**src/rtl/vfid_pkg.sv**
```systemverilog
// Purpose: Constants for the vector feature identification register block.
// Assumes: Single core clock, synchronous active-high reset.
// Notes: Field layout, values, access encoding and trap codes live here.
package vfid_pkg;
	localparam int REG_W = 64;
	localparam int FLD_W = 4;
	localparam int INT8_MATMUL_FIELD_LSB = 44;
	localparam int SM4_LSB = 40;
	localparam int SHA3_LSB = 32;
	localparam int BFLOAT_SUPPORT_FIELD_LSB = 20;
	localparam int BPERM_LSB = 16;
	localparam int CIPH_LSB = 4;
	localparam int VER_LSB = 0;
	localparam logic [3:0] FLD_NONE = 4'h0;
	localparam logic [3:0] FLD_ONE = 4'h1;
	localparam logic [3:0] FLD_CIPH_ON = 4'h2;
	localparam logic [1:0] OP0_SEL = 2'h3;
	localparam logic [2:0] OP1_SEL = 3'h0;
	localparam logic [3:0] CRN_SEL = 4'h0;
	localparam logic [3:0] CRM_SEL = 4'h4;
	localparam logic [2:0] OP2_SEL = 3'h4;
	localparam logic [5:0] TRAP_CLASS = 6'h18;
	localparam logic [REG_W-1:0] ZERO64 = 64'h0000_0000_0000_0000;
	typedef enum logic [1:0] {
		LVL_USER,
		LVL_OS,
		LVL_HYP,
		LVL_MON
	} level_e;
endpackage

```
**src/rtl/sync3.sv**
```systemverilog
// Purpose: Three-stage synchroniser with agreement filter.
// Assumes: Asynchronous level input.
// Notes: Output changes once stages two and three agree.
`timescale 1ns/100ps
module sync3 (
	// Clock and reset
	input wire logic clk,
	input wire logic srst,
	input wire logic ce,
	// Data
	input wire logic din,
	output logic dout
);
	logic s1_r;
	logic s2_r;
	logic s3_r;
	logic dout_r;
	wire agree = (s2_r == s3_r);
	always_ff @(posedge clk) begin
		if (srst) begin
			s1_r <= 1'b0;
			s2_r <= 1'b0;
			s3_r <= 1'b0;
			dout_r <= 1'b0;
		end else if (ce) begin
			s1_r <= din;
			s2_r <= s1_r;
			s3_r <= s2_r;
			if (agree) begin
				dout_r <= s3_r;
			end
		end
	end
	assign dout = dout_r;
endmodule

```
**src/rtl/feature_field.sv**
```systemverilog
// Purpose: One four-bit feature field chosen by the build_param_a state.
// Assumes: Values are constants.
// Notes: Used for the SM4, SHA3 and cipher fields of the register.
`timescale 1ns/100ps
module feature_field #(
	parameter logic [3:0] OFF_VAL = 4'h0,
	parameter logic [3:0] ON_VAL = 4'h1
) (
	// Select
	input wire logic build_param_a_on,
	// Field
	output logic [3:0] fld
);
	assign fld = build_param_a_on ? ON_VAL : OFF_VAL;
endmodule

```
**src/rtl/vector_feature_id.sv**
```systemverilog
// Purpose: Read-only vector feature identification register with access checks.
// Assumes: Read requests arrive as one-cycle pulses on the core clock.
// Notes: Build_param_a option is latched at reset from a pin; fields are constant otherwise.
`timescale 1ns/100ps
module vector_feature_id #(
	parameter bit build_param_a = 1'b1
) (
	// Clock and reset
	input wire logic clk,
	input wire logic srst,
	input wire logic ce,
	// Option straps
	input wire logic build_param_a_disable_input,
	// Read request
	input wire logic rd_req,
	input wire logic [1:0] rd_op0,
	input wire logic [2:0] rd_op1,
	input wire logic [3:0] rd_crn,
	input wire logic [3:0] rd_crm,
	input wire logic [2:0] rd_op2,
	input wire vfid_pkg::level_e rd_level,
	// Hypervisor state
	input wire logic hyp_enabled,
	input wire logic general_trap_control,
	input wire logic id_group3_trap_control,
	// Read answer
	output logic rd_valid,
	output logic [vfid_pkg::REG_W-1:0] rd_data,
	output logic rd_trap,
	output vfid_pkg::level_e rd_trap_level,
	output logic [5:0] rd_trap_class,
	output logic build_param_a_enabled
);
	import vfid_pkg::*;

	// ****************************************
	// Build_param_a option capture
	// ****************************************
	logic dis_sync;
	logic build_param_a_r;
	sync3 u_dis_sync (
		.clk(clk),
		.srst(srst),
		.ce(ce),
		.din(build_param_a_disable_input),
		.dout(dis_sync)
	);
	// The disable pin is resampled every cycle with ce high while reset is held, so the last sampled level wins.
	logic build_param_a_nxt;
	assign build_param_a_nxt = build_param_a & ~build_param_a_disable_input;
	always_ff @(posedge clk) begin
		if (ce && srst) begin
			build_param_a_r <= build_param_a_nxt;
		end
	end
	assign build_param_a_enabled = build_param_a_r;

	// ****************************************
	// Register image
	// ****************************************
	logic [3:0] sm4_f;
	logic [3:0] sha3_f;
	logic [3:0] ciph_f;
	feature_field #(.OFF_VAL(FLD_NONE), .ON_VAL(FLD_ONE)) u_sm4 (.build_param_a_on(build_param_a_r), .fld(sm4_f));
	feature_field #(.OFF_VAL(FLD_NONE), .ON_VAL(FLD_ONE)) u_sha3 (.build_param_a_on(build_param_a_r), .fld(sha3_f));
	feature_field #(.OFF_VAL(FLD_NONE), .ON_VAL(FLD_CIPH_ON)) u_ciph (.build_param_a_on(build_param_a_r), .fld(ciph_f));
	wire [REG_W-1:0] image = ZERO64
		| ({{(REG_W-FLD_W){1'b0}}, FLD_ONE} << INT8_MATMUL_FIELD_LSB)
		| ({{(REG_W-FLD_W){1'b0}}, sm4_f} << SM4_LSB)
		| ({{(REG_W-FLD_W){1'b0}}, sha3_f} << SHA3_LSB)
		| ({{(REG_W-FLD_W){1'b0}}, FLD_ONE} << BFLOAT_SUPPORT_FIELD_LSB)
		| ({{(REG_W-FLD_W){1'b0}}, FLD_ONE} << BPERM_LSB)
		| ({{(REG_W-FLD_W){1'b0}}, ciph_f} << CIPH_LSB)
		| ({{(REG_W-FLD_W){1'b0}}, FLD_ONE} << VER_LSB);

	// ****************************************
	// Access check
	// ****************************************
	wire sel_hit = (rd_op0 == OP0_SEL) && (rd_op1 == OP1_SEL) && (rd_crn == CRN_SEL)
		&& (rd_crm == CRM_SEL) && (rd_op2 == OP2_SEL);
	wire is_user = (rd_level == LVL_USER);
	wire is_os = (rd_level == LVL_OS);
	wire user_to_hyp = hyp_enabled && general_trap_control;
	wire os_trap = is_os && hyp_enabled && id_group3_trap_control;
	wire trap_now = is_user || os_trap;
	wire level_e_hyp = (is_user && !user_to_hyp) ? 1'b0 : 1'b1;
	level_e trap_to;
	assign trap_to = level_e_hyp ? LVL_HYP : LVL_OS;

	// ****************************************
	// Answer registers
	// ****************************************
	logic valid_r;
	logic trap_r;
	level_e tlvl_r;
	logic [5:0] tcls_r;
	logic [REG_W-1:0] data_r;
	wire take = rd_req && sel_hit;
	always_ff @(posedge clk) begin
		if (srst) begin
			valid_r <= 1'b0;
			trap_r <= 1'b0;
			tlvl_r <= LVL_USER;
			tcls_r <= 6'h00;
			data_r <= ZERO64;
		end else if (ce) begin
			valid_r <= take;
			if (take) begin
				trap_r <= trap_now;
				tlvl_r <= trap_now ? trap_to : LVL_USER;
				tcls_r <= trap_now ? TRAP_CLASS : 6'h00;
				data_r <= trap_now ? ZERO64 : image;
			end
		end
	end
	assign rd_valid = valid_r;
	assign rd_trap = trap_r;
	assign rd_trap_level = tlvl_r;
	assign rd_trap_class = tcls_r;
	assign rd_data = data_r;
endmodule

```
**config.mk**
```make
export PLATFORM = sky130hd
export DESIGN_NAME = vector_feature_id
export DESIGN_NICKNAME = d
export VERILOG_FILES = /design/src/rtl/vfid_pkg.sv /design/src/rtl/sync3.sv /design/src/rtl/feature_field.sv /design/src/rtl/vector_feature_id.sv
export SDC_FILE = /design/constraint.sdc
export NUM_CORES = 1
export LEC_CHECK = 0
export BUFFER_PORTS_ARGS = -buffer_cell sky130_fd_sc_hd__buf_4
export CELL_PAD_IN_SITES_DETAIL_PLACEMENT = 1
export CELL_PAD_IN_SITES_GLOBAL_PLACEMENT = 1
export CORE_ASPECT_RATIO = 1.2
export CORE_MARGIN = 2
export CORE_UTILIZATION = 23
export CTS_CLUSTER_SIZE = 40
export DETAILED_ROUTE_END_ITERATION = 8
export PLACE_DENSITY = 0.95
export SETUP_SLACK_MARGIN = 0.2
export SYNTH_ARGS = -nofsm -noshare
export SYNTH_HDL_FRONTEND = slang
export SYNTH_SLANG_ARGS = --single-unit
```
**constraint.sdc**
```tcl
create_clock -name clk -period 2.3 [get_ports clk]
set_clock_uncertainty 0.15 [all_clocks]
set_input_delay 0.115 -clock clk [delete_from_list [all_inputs] [get_ports clk]]
set_output_delay 0.115 -clock clk [all_outputs]
set_load 0.1 [all_outputs]
```
==> results.md, run 1 <==
- Status: complete, no violations
- Number of global-route vias before repair: 523
- Routed length per instance: 9.16 µm
- Cell Rows: 25
- Slowest cell delay on critical path: 430 ps
- FMAX: 755 MHz
- Chip height: 72.9 µm
- Pint: 0.000283 W
- Hold path cells: 3
- Sequential Area: 150 µm²
- Synthesized area: 911 µm²
- Post-route clock period utilization: 57.6%
- Syn_area_per_cell: 8.59 µm²
- RSZ-0062 raised after global routing: false
- Postcts setup bufs: 0
- Final WS setup: 975 ps
- Reg-to-Reg End: rd_data[20]$_SDFFE_PP0P_
- Via density: 3.16
- Yosys cell types: 26
- # clock sinks: 7
- Req. time, crit path: 2270 ps
- Antenna Nets Post-Route: 0
- Gr ovfl total: 0
- Initial antenna violation count: 0
- Seq/Total Area, Yosys: 16.5%
- IO Count: 101
- #FFs+latches synth: 7
- Nets: 168
- CTS clk-pin slew, worst paths: 40 ps
- Crit Reg-Reg Startpoint: rd_data[20]$_SDFFE_PP0P_
- Worst r2r path cells: 2
- Mapped Cells: 106
- Share of layout cells above drive strength 1: 35.5%
- Worst-Skew Late Latency: 230 ps
- DR pass1 iterations: 2
- Multi-input logic area: 457 µm²
- Final min period: 1320 ps
- Worst Setup End Kind: flip-flop
- Global-route wire length before repair: 2330 µm
- Pwr dens: 776 nW/µm²
- DP Worst Slack: 727 ps
- Clk network pwr share: 22.2%
- Yosys Warn Count: 0
- Largest net degree at the start of global routing: 11
- 1st-iter DRT viols: 24
- Hold buffers post-CTS: 1
- Max Cap Viol: 0
- Worst vdd ir: 304 µV
- Area delta synth->final: 13.0%
- Fillers: 495
- Root Buffer: clkbuf_8
- Slew Viols, Final: 0
- Die X: 61.4 µm
- # setup viols final: 0
- Port bufs: 39
- Startpoint types: primary input
- DRC viols: 0
- Total GRT Usage: 7.78%
- Total Neg Setup Slack: 0 ps
- Combinational share of power: 61.9%
- Psw: 0.000515 W
- Hold WC Path Type: primary input to flip-flop
- Switching Share: 64.5%
- CP max-delay cell: and4_1
- Hold Path Origin: hyp_enabled
- Hpwl dp: 1550 µm
- Part of the power in registers: 15.9%
- Worst reg-to-reg setup slack: 1290 ps
- CP Class: primary input to flip-flop
- CTS buffer count: 3
- Fin. Hold Viols: 0
- CP max FO: 6
- WL final: 1790 µm
- Antenna fix cells: 0
- Lkg Pwr: 0.557 nW
- CORE AREA: 3880 µm²
- WP data arrival: 1290 ps
- CTS tree: done
- Starting Density: 23.5%
- Routability cong.: 0.660
- H-tree levels: 1
- Resized Gates After CTS: 0
- Via Count: 617
- Min-Delay Endpoint: rd_trap_level[1]$_SDFFE_PP0P_
- CTS Buffer Depth: 2
- Critical-path cell list: buf_4 -> nand4b_1 -> nor3_2 -> and4_1 -> mux2_4
- Die area: 4480 µm²
cell families (layout without fill, tap and decap cells):
kind of cell,Yosys count,count (layout),share of synthesized area (%)
other,1,61,0.412
multiplexers,6,6,7.83
AO/OA/AOI/OAI,4,4,3.71
AND/OR/NAND/NOR,17,17,13.5
buffers and inverters,71,46,58.1
flip-flops,7,7,16.5
how the worst max path moves through the flow:
stage / start / to / slack [ps] / cells past startpoint
after detailed placement: rd_op1[1] / rd_data[20]$_SDFFE_PP0P_ / 730 / 5
after global placement: rd_op1[1] / rd_trap_level[0]$_SDFFE_PP0P_ / 730 / 5
after global routing: rd_op1[1] / rd_data[20]$_SDFFE_PP0P_ / 910 / 5
after CTS: rd_op1[1] / rd_data[20]$_SDFFE_PP0P_ / 970 / 5
after floorplan: rd_data[20]$_SDFFE_PP0P_ / rd_data[16] / 630 / 1
final: rd_op1[1] / rd_trap_level[0]$_SDFFE_PP0P_ / 980 / 5
cells in the mapped netlist, drive strengths merged:
cell / n / area [µm²]
dfxtp: 6 / 120
nand2b: 3 / 18.8
buf: 69 / 522
mux2: 3 / 41.3
nor4: 1 / 6.26
nand3: 1 / 5.00
nor2b: 2 / 12.5
and2: 1 / 6.26
nor3: 1 / 10.0
a21bo: 1 / 10.0
nand2: 2 / 7.51
o21ba: 1 / 10.0
conb: 1 / 3.75
mux2i: 3 / 30.0
edfxtp: 1 / 30.0
inv: 2 / 7.51
and4: 1 / 8.76
nor4b: 1 / 15.0
and4bb: 1 / 12.5
a21oi: 1 / 5.00
nand4b: 1 / 8.76
and2b: 1 / 7.51
a2111oi: 1 / 8.76
nor2: 1 / 3.75
power groups by stage:
stage / Sequential (W) / Clock (W) / Combinational (W)
after global placement: 0.000129 / 0 / 0.000489
after detailed placement: 0.000129 / 0 / 0.000490
after floorplan: 0.000137 / 0 / 0.000523
final: 0.000127 / 0.000177 / 0.000494
after global routing: 0.000127 / 0.000189 / 0.000506
after CTS: 0.000127 / 0.000184 / 0.000492
metal layers:
metal	part of all wire [%]	up-vias	global-route usage, %	routed length [µm]
met4	3.4	0	7.09	61
met1	30	261	6.44	539
li1	-	280	-	-
met2	49	71	13.8	879
met5	0	-	0	0
met3	17	5	2.48	307
cells in the final DEF, fill, tap and decap left out, types with 2 or more instances in the layout:
cell type	count
mux2_4	2
clkbuf_8	3
nand2b_1	3
conb_1	61
dfxtp_1	6
buf_4	39
mux2i_1	3
inv_1	2
nand2_1	2
nor2b_1	2
flip-flops by register name, indices dropped and copies added (netlist names):
signal                 cells
build_param_a_enabled      1
rd_data                    2
rd_trap_class              1
rd_trap_level              2
rd_valid                   1
critical path, delay by kind of cell:
family	cells	cell delay, ps
buffers and inverters	1	100
multiplexers	1	330
AND/OR/NAND/NOR	3	730
through the flow:
step                      power (W)  std cells  utilization, %  instance area [µm²]  hold slack [ps]
after floorplan            0.000660        166               -                 1140             96.5
after global routing       0.000822        195            26.5                 1030             53.9
final                      0.000799        195            26.5                 1030             36.6
after CTS                  0.000803        195            26.5                 1030             32.0
after detailed placement   0.000619        190            25.1                  975              221
after global placement     0.000618        190            25.1                  975              215
layout make-up:
| cell class | count | share of cell area (%) |
|---|---|---|
| Tap cell | 54 | 6.56 |
| Clock buffer | 4 | 4.37 |
| Timing Repair Buffer | 40 | 29.4 |
| Sequential cell | 7 | 14.6 |
| Inverter | 2 | 0.729 |
| Multi-Input combinational cell | 88 | 44.3 |
Note: power is estimated with default switching activity, not from simulation.
==> run 2: changes to the inputs <==
--- a/config.mk
+++ b/config.mk
@@ -10,10 +10,10 @@
 export CELL_PAD_IN_SITES_GLOBAL_PLACEMENT = 1
 export CORE_ASPECT_RATIO = 1.2
 export CORE_MARGIN = 2
-export CORE_UTILIZATION = 23
+export CORE_UTILIZATION = 19
 export CTS_CLUSTER_SIZE = 40
 export DETAILED_ROUTE_END_ITERATION = 8
-export PLACE_DENSITY = 0.95
+export PLACE_DENSITY = 0.86
 export SETUP_SLACK_MARGIN = 0.2
 export SYNTH_ARGS = -nofsm -noshare
 export SYNTH_HDL_FRONTEND = slang
==> constraint.sdc (replaced) <==
create_clock -name clk -period 1.2 [get_ports clk]
set_clock_uncertainty 0.15 [all_clocks]
set_input_delay 0.06 -clock clk [delete_from_list [all_inputs] [get_ports clk]]
set_output_delay 0.06 -clock clk [all_outputs]
set_load 0.1 [all_outputs]
==> run 2 against run 1 <==
Net effect: the flow now finishes with violations (negative hold slack); highest routed layer unchanged; power increased by 96%; cell count is 5.1% higher; setup slack got worse by 870 ps; via count grew 11%; final area is 26% higher.
==> results.md, run 2 (same netlist as run 1, synthesis figures left out) <==
- Status: finished, violations left (was complete, no violations)
- Failing checks: negative hold slack
- Gr ovfl total: 0 (unchanged)
- CP max FO: 3 (was 6)
- CTS Buffer Depth: 2 (unchanged)
- Port bufs: 39 (unchanged)
- CORE AREA: 4590 µm² (was 3880 µm²)
- Worst vdd ir: 354 µV (was 304 µV)
- Max Cap Viol: 0 (unchanged)
- # clock sinks: 7 (unchanged)
- CP top delay family: simple AND/OR/NAND/NOR gates (unchanged)
- WL final: 2650 µm (was 1790 µm)
- H-tree levels: 1 (unchanged)
- Dpl cells: 198 (was 190)
- Starting Density: 19.8% (was 23.5%)
- # setup viols final: 0 (unchanged)
- CP max-delay cell: mux2_4 (was and4_1)
- Hold path cells: 4 (was 3)
- Hold WC Path Type: primary input to flip-flop (unchanged)
- 1st-iter DRT viols: 43 (was 24)
- DRC viols: 0 (unchanged)
- Relative max-transition margin: 67.8%
- Root Buffer: clkbuf_8 (unchanged)
- Global-route wire length before repair: 3170 µm (was 2330 µm)
- Routability cong.: 0.630 (was 0.660)
- Final min period: 1100 ps
- CP Class: primary input to flip-flop (unchanged)
- CTS tree: done (unchanged)
- Most common cell after layout, fill and taps aside: conb_1 (unchanged)
- Slew Viols, Final: 0 (unchanged)
- DR pass1 iterations: 4 (was 2)
- FMAX: 911 MHz
- Pwr dens: 1200 nW/µm² (was 776 nW/µm²)
- Hpwl dp: 1610 µm (was 1550 µm)
- CTS clk-pin slew, worst paths: 40 ps (about the same)
- Cell Rows: 27 (was 25)
- Slowest cell delay on critical path: 310 ps (was 430 ps)
- Non-Filler Instances: 205 (was 195)
- Most frequent cells in the layout: conb_1, buf_4, buf_12 (was conb_1, buf_4, dfxtp_1)
- Antenna fix cells: 0 (unchanged)
- Post-route clock period utilization: 91.5%
- Initial antenna violation count: 0 (unchanged)
- Worst hold slack: -23.7 ps (was 36.6 ps)
- Worst-Skew Late Latency: 240 ps (was 230 ps)
- Multi-input logic area: 480 µm² (was 457 µm²)
- Total GRT Usage: 8.33% (was 7.78%)
- Stages on worst setup path: 5 (unchanged)
- Lkg Pwr: 0.635 nW (was 0.557 nW)
- Worst r2r path cells: 2 (unchanged)
- Number of global-route vias before repair: 659 (was 523)
- Fillers: 551 (was 495)
- Routed length per instance: 12.9 µm (was 9.16 µm)
- Share of layout cells above drive strength 1: 42.9% (was 35.5%)
- Req. time, crit path: 1170 ps (was 2270 ps)
- CTS buffer count: 3 (unchanged)
- Nets: 174 (was 168)
- Critical-path cell list: buf_6 -> nand4b_1 -> nor3_2 -> and4_4 -> mux2_4 (was buf_4 -> nand4b_1 -> nor3_2 -> and4_1 -> mux2_4)
- Sequential Area: 170 µm² (was 150 µm²)
- Via density: 3.33 (was 3.16)
- Die area: 5370 µm² (was 4480 µm²)
- Area delta synth->final: 43.0% (was 13.0%)
- Largest net degree at the start of global routing: 10 (was 11)
- RSZ-0062 raised after global routing: true (was false)
- Antenna Nets Post-Route: 0 (unchanged)
- IO Count: 101 (unchanged)
- Fin. Hold Viols: 1 (was 0)
- Startpoint types: primary input (unchanged)
- Worst Setup End Kind: flip-flop (unchanged)
- Die X: 67.2 µm (was 61.4 µm)
- Overall Power: 0.00156 W (was 0.000799 W)
- Worst Path Buf+Inv: 1 (unchanged)
- WP data arrival: 1070 ps (was 1290 ps)
- Slew @ Worst Pin: 471 ps
- Chip height: 79.8 µm (was 72.9 µm)
- Via Count: 682 (was 617)
## run 2: cell count changes in the layout (fill, tap and decap cells not counted), sizes merged
cell         change
buf              +5
dlygate4sd3      +1
## run 2: power by group
group	switching [W]	total, W	internal (W)
clock	0.000127	0.000359	0.000232
combinational	0.000889	0.000975	0.0000857
sequential	0.00000139	0.000231	0.000230
## run 2: metrics by stage
step                setup slack, ps  cell area (µm²)  hold WS (ps)  utilization [%]  TNS, ps
floorplan                      -178             1200          41.5                -     -178
global placement               -117             1030           156             22.4     -620
detailed placement             -198             1030           164             22.4    -1050
CTS                             135             1250         -38.5             27.3        0
global route                   69.3             1300          5.79             28.3        0
finish                          103             1300         -23.7             28.3        0
## run 2: repair_timing
item,4_1_cts,5_1_grt
hold endpoints to repair,3,0
hold buffers,2,0
pin swaps,3,1
buffers inserted,1,0
resized for setup,38,10
setup endpoints to repair,20,19
## run 2: worst paths after layout
| path | start | endpoint | slack [ps] |
|---|---|---|---|
| worst min register to register | rd_trap_level[1]$_SDFFE_PP0P_ | rd_trap_level[1]$_SDFFE_PP0P_ | 360 |
| worst max-delay path | rd_op1[1] | rd_data[20]$_SDFFE_PP0P_ | 100 |
| worst max register to register | rd_data[20]$_SDFFE_PP0P_ | rd_data[20]$_SDFFE_PP0P_ | 120 |
| worst min-delay path | rd_level[1] | rd_trap_class[3]$_SDFFE_PP0P_ | -20 |
## run 2: metal layers
layer	vias up	part of all wire, %	routed length [µm]	global-route usage, %
met4	0	3.0	80	6.53
met3	7	16	417	2.96
met5	-	0	0	0
met2	85	53	1400	16.4
li1	293	-	-	-
met1	297	28	746	6.00
## run 2: cell type report
cell class | count | area share (%)
Clock buffer | 4 | 3.46
Inverter | 2 | 0.576
Multi-Input combinational cell | 88 | 36.9
Sequential cell | 7 | 13.1
Tap cell | 58 | 5.57
Timing Repair Buffer | 46 | 40.4
## run 2: worst min-delay path, stage by stage
cell,delay (ps)
buf_4,100
nor2_1,50
nand2_1,60
mux2i_1,50
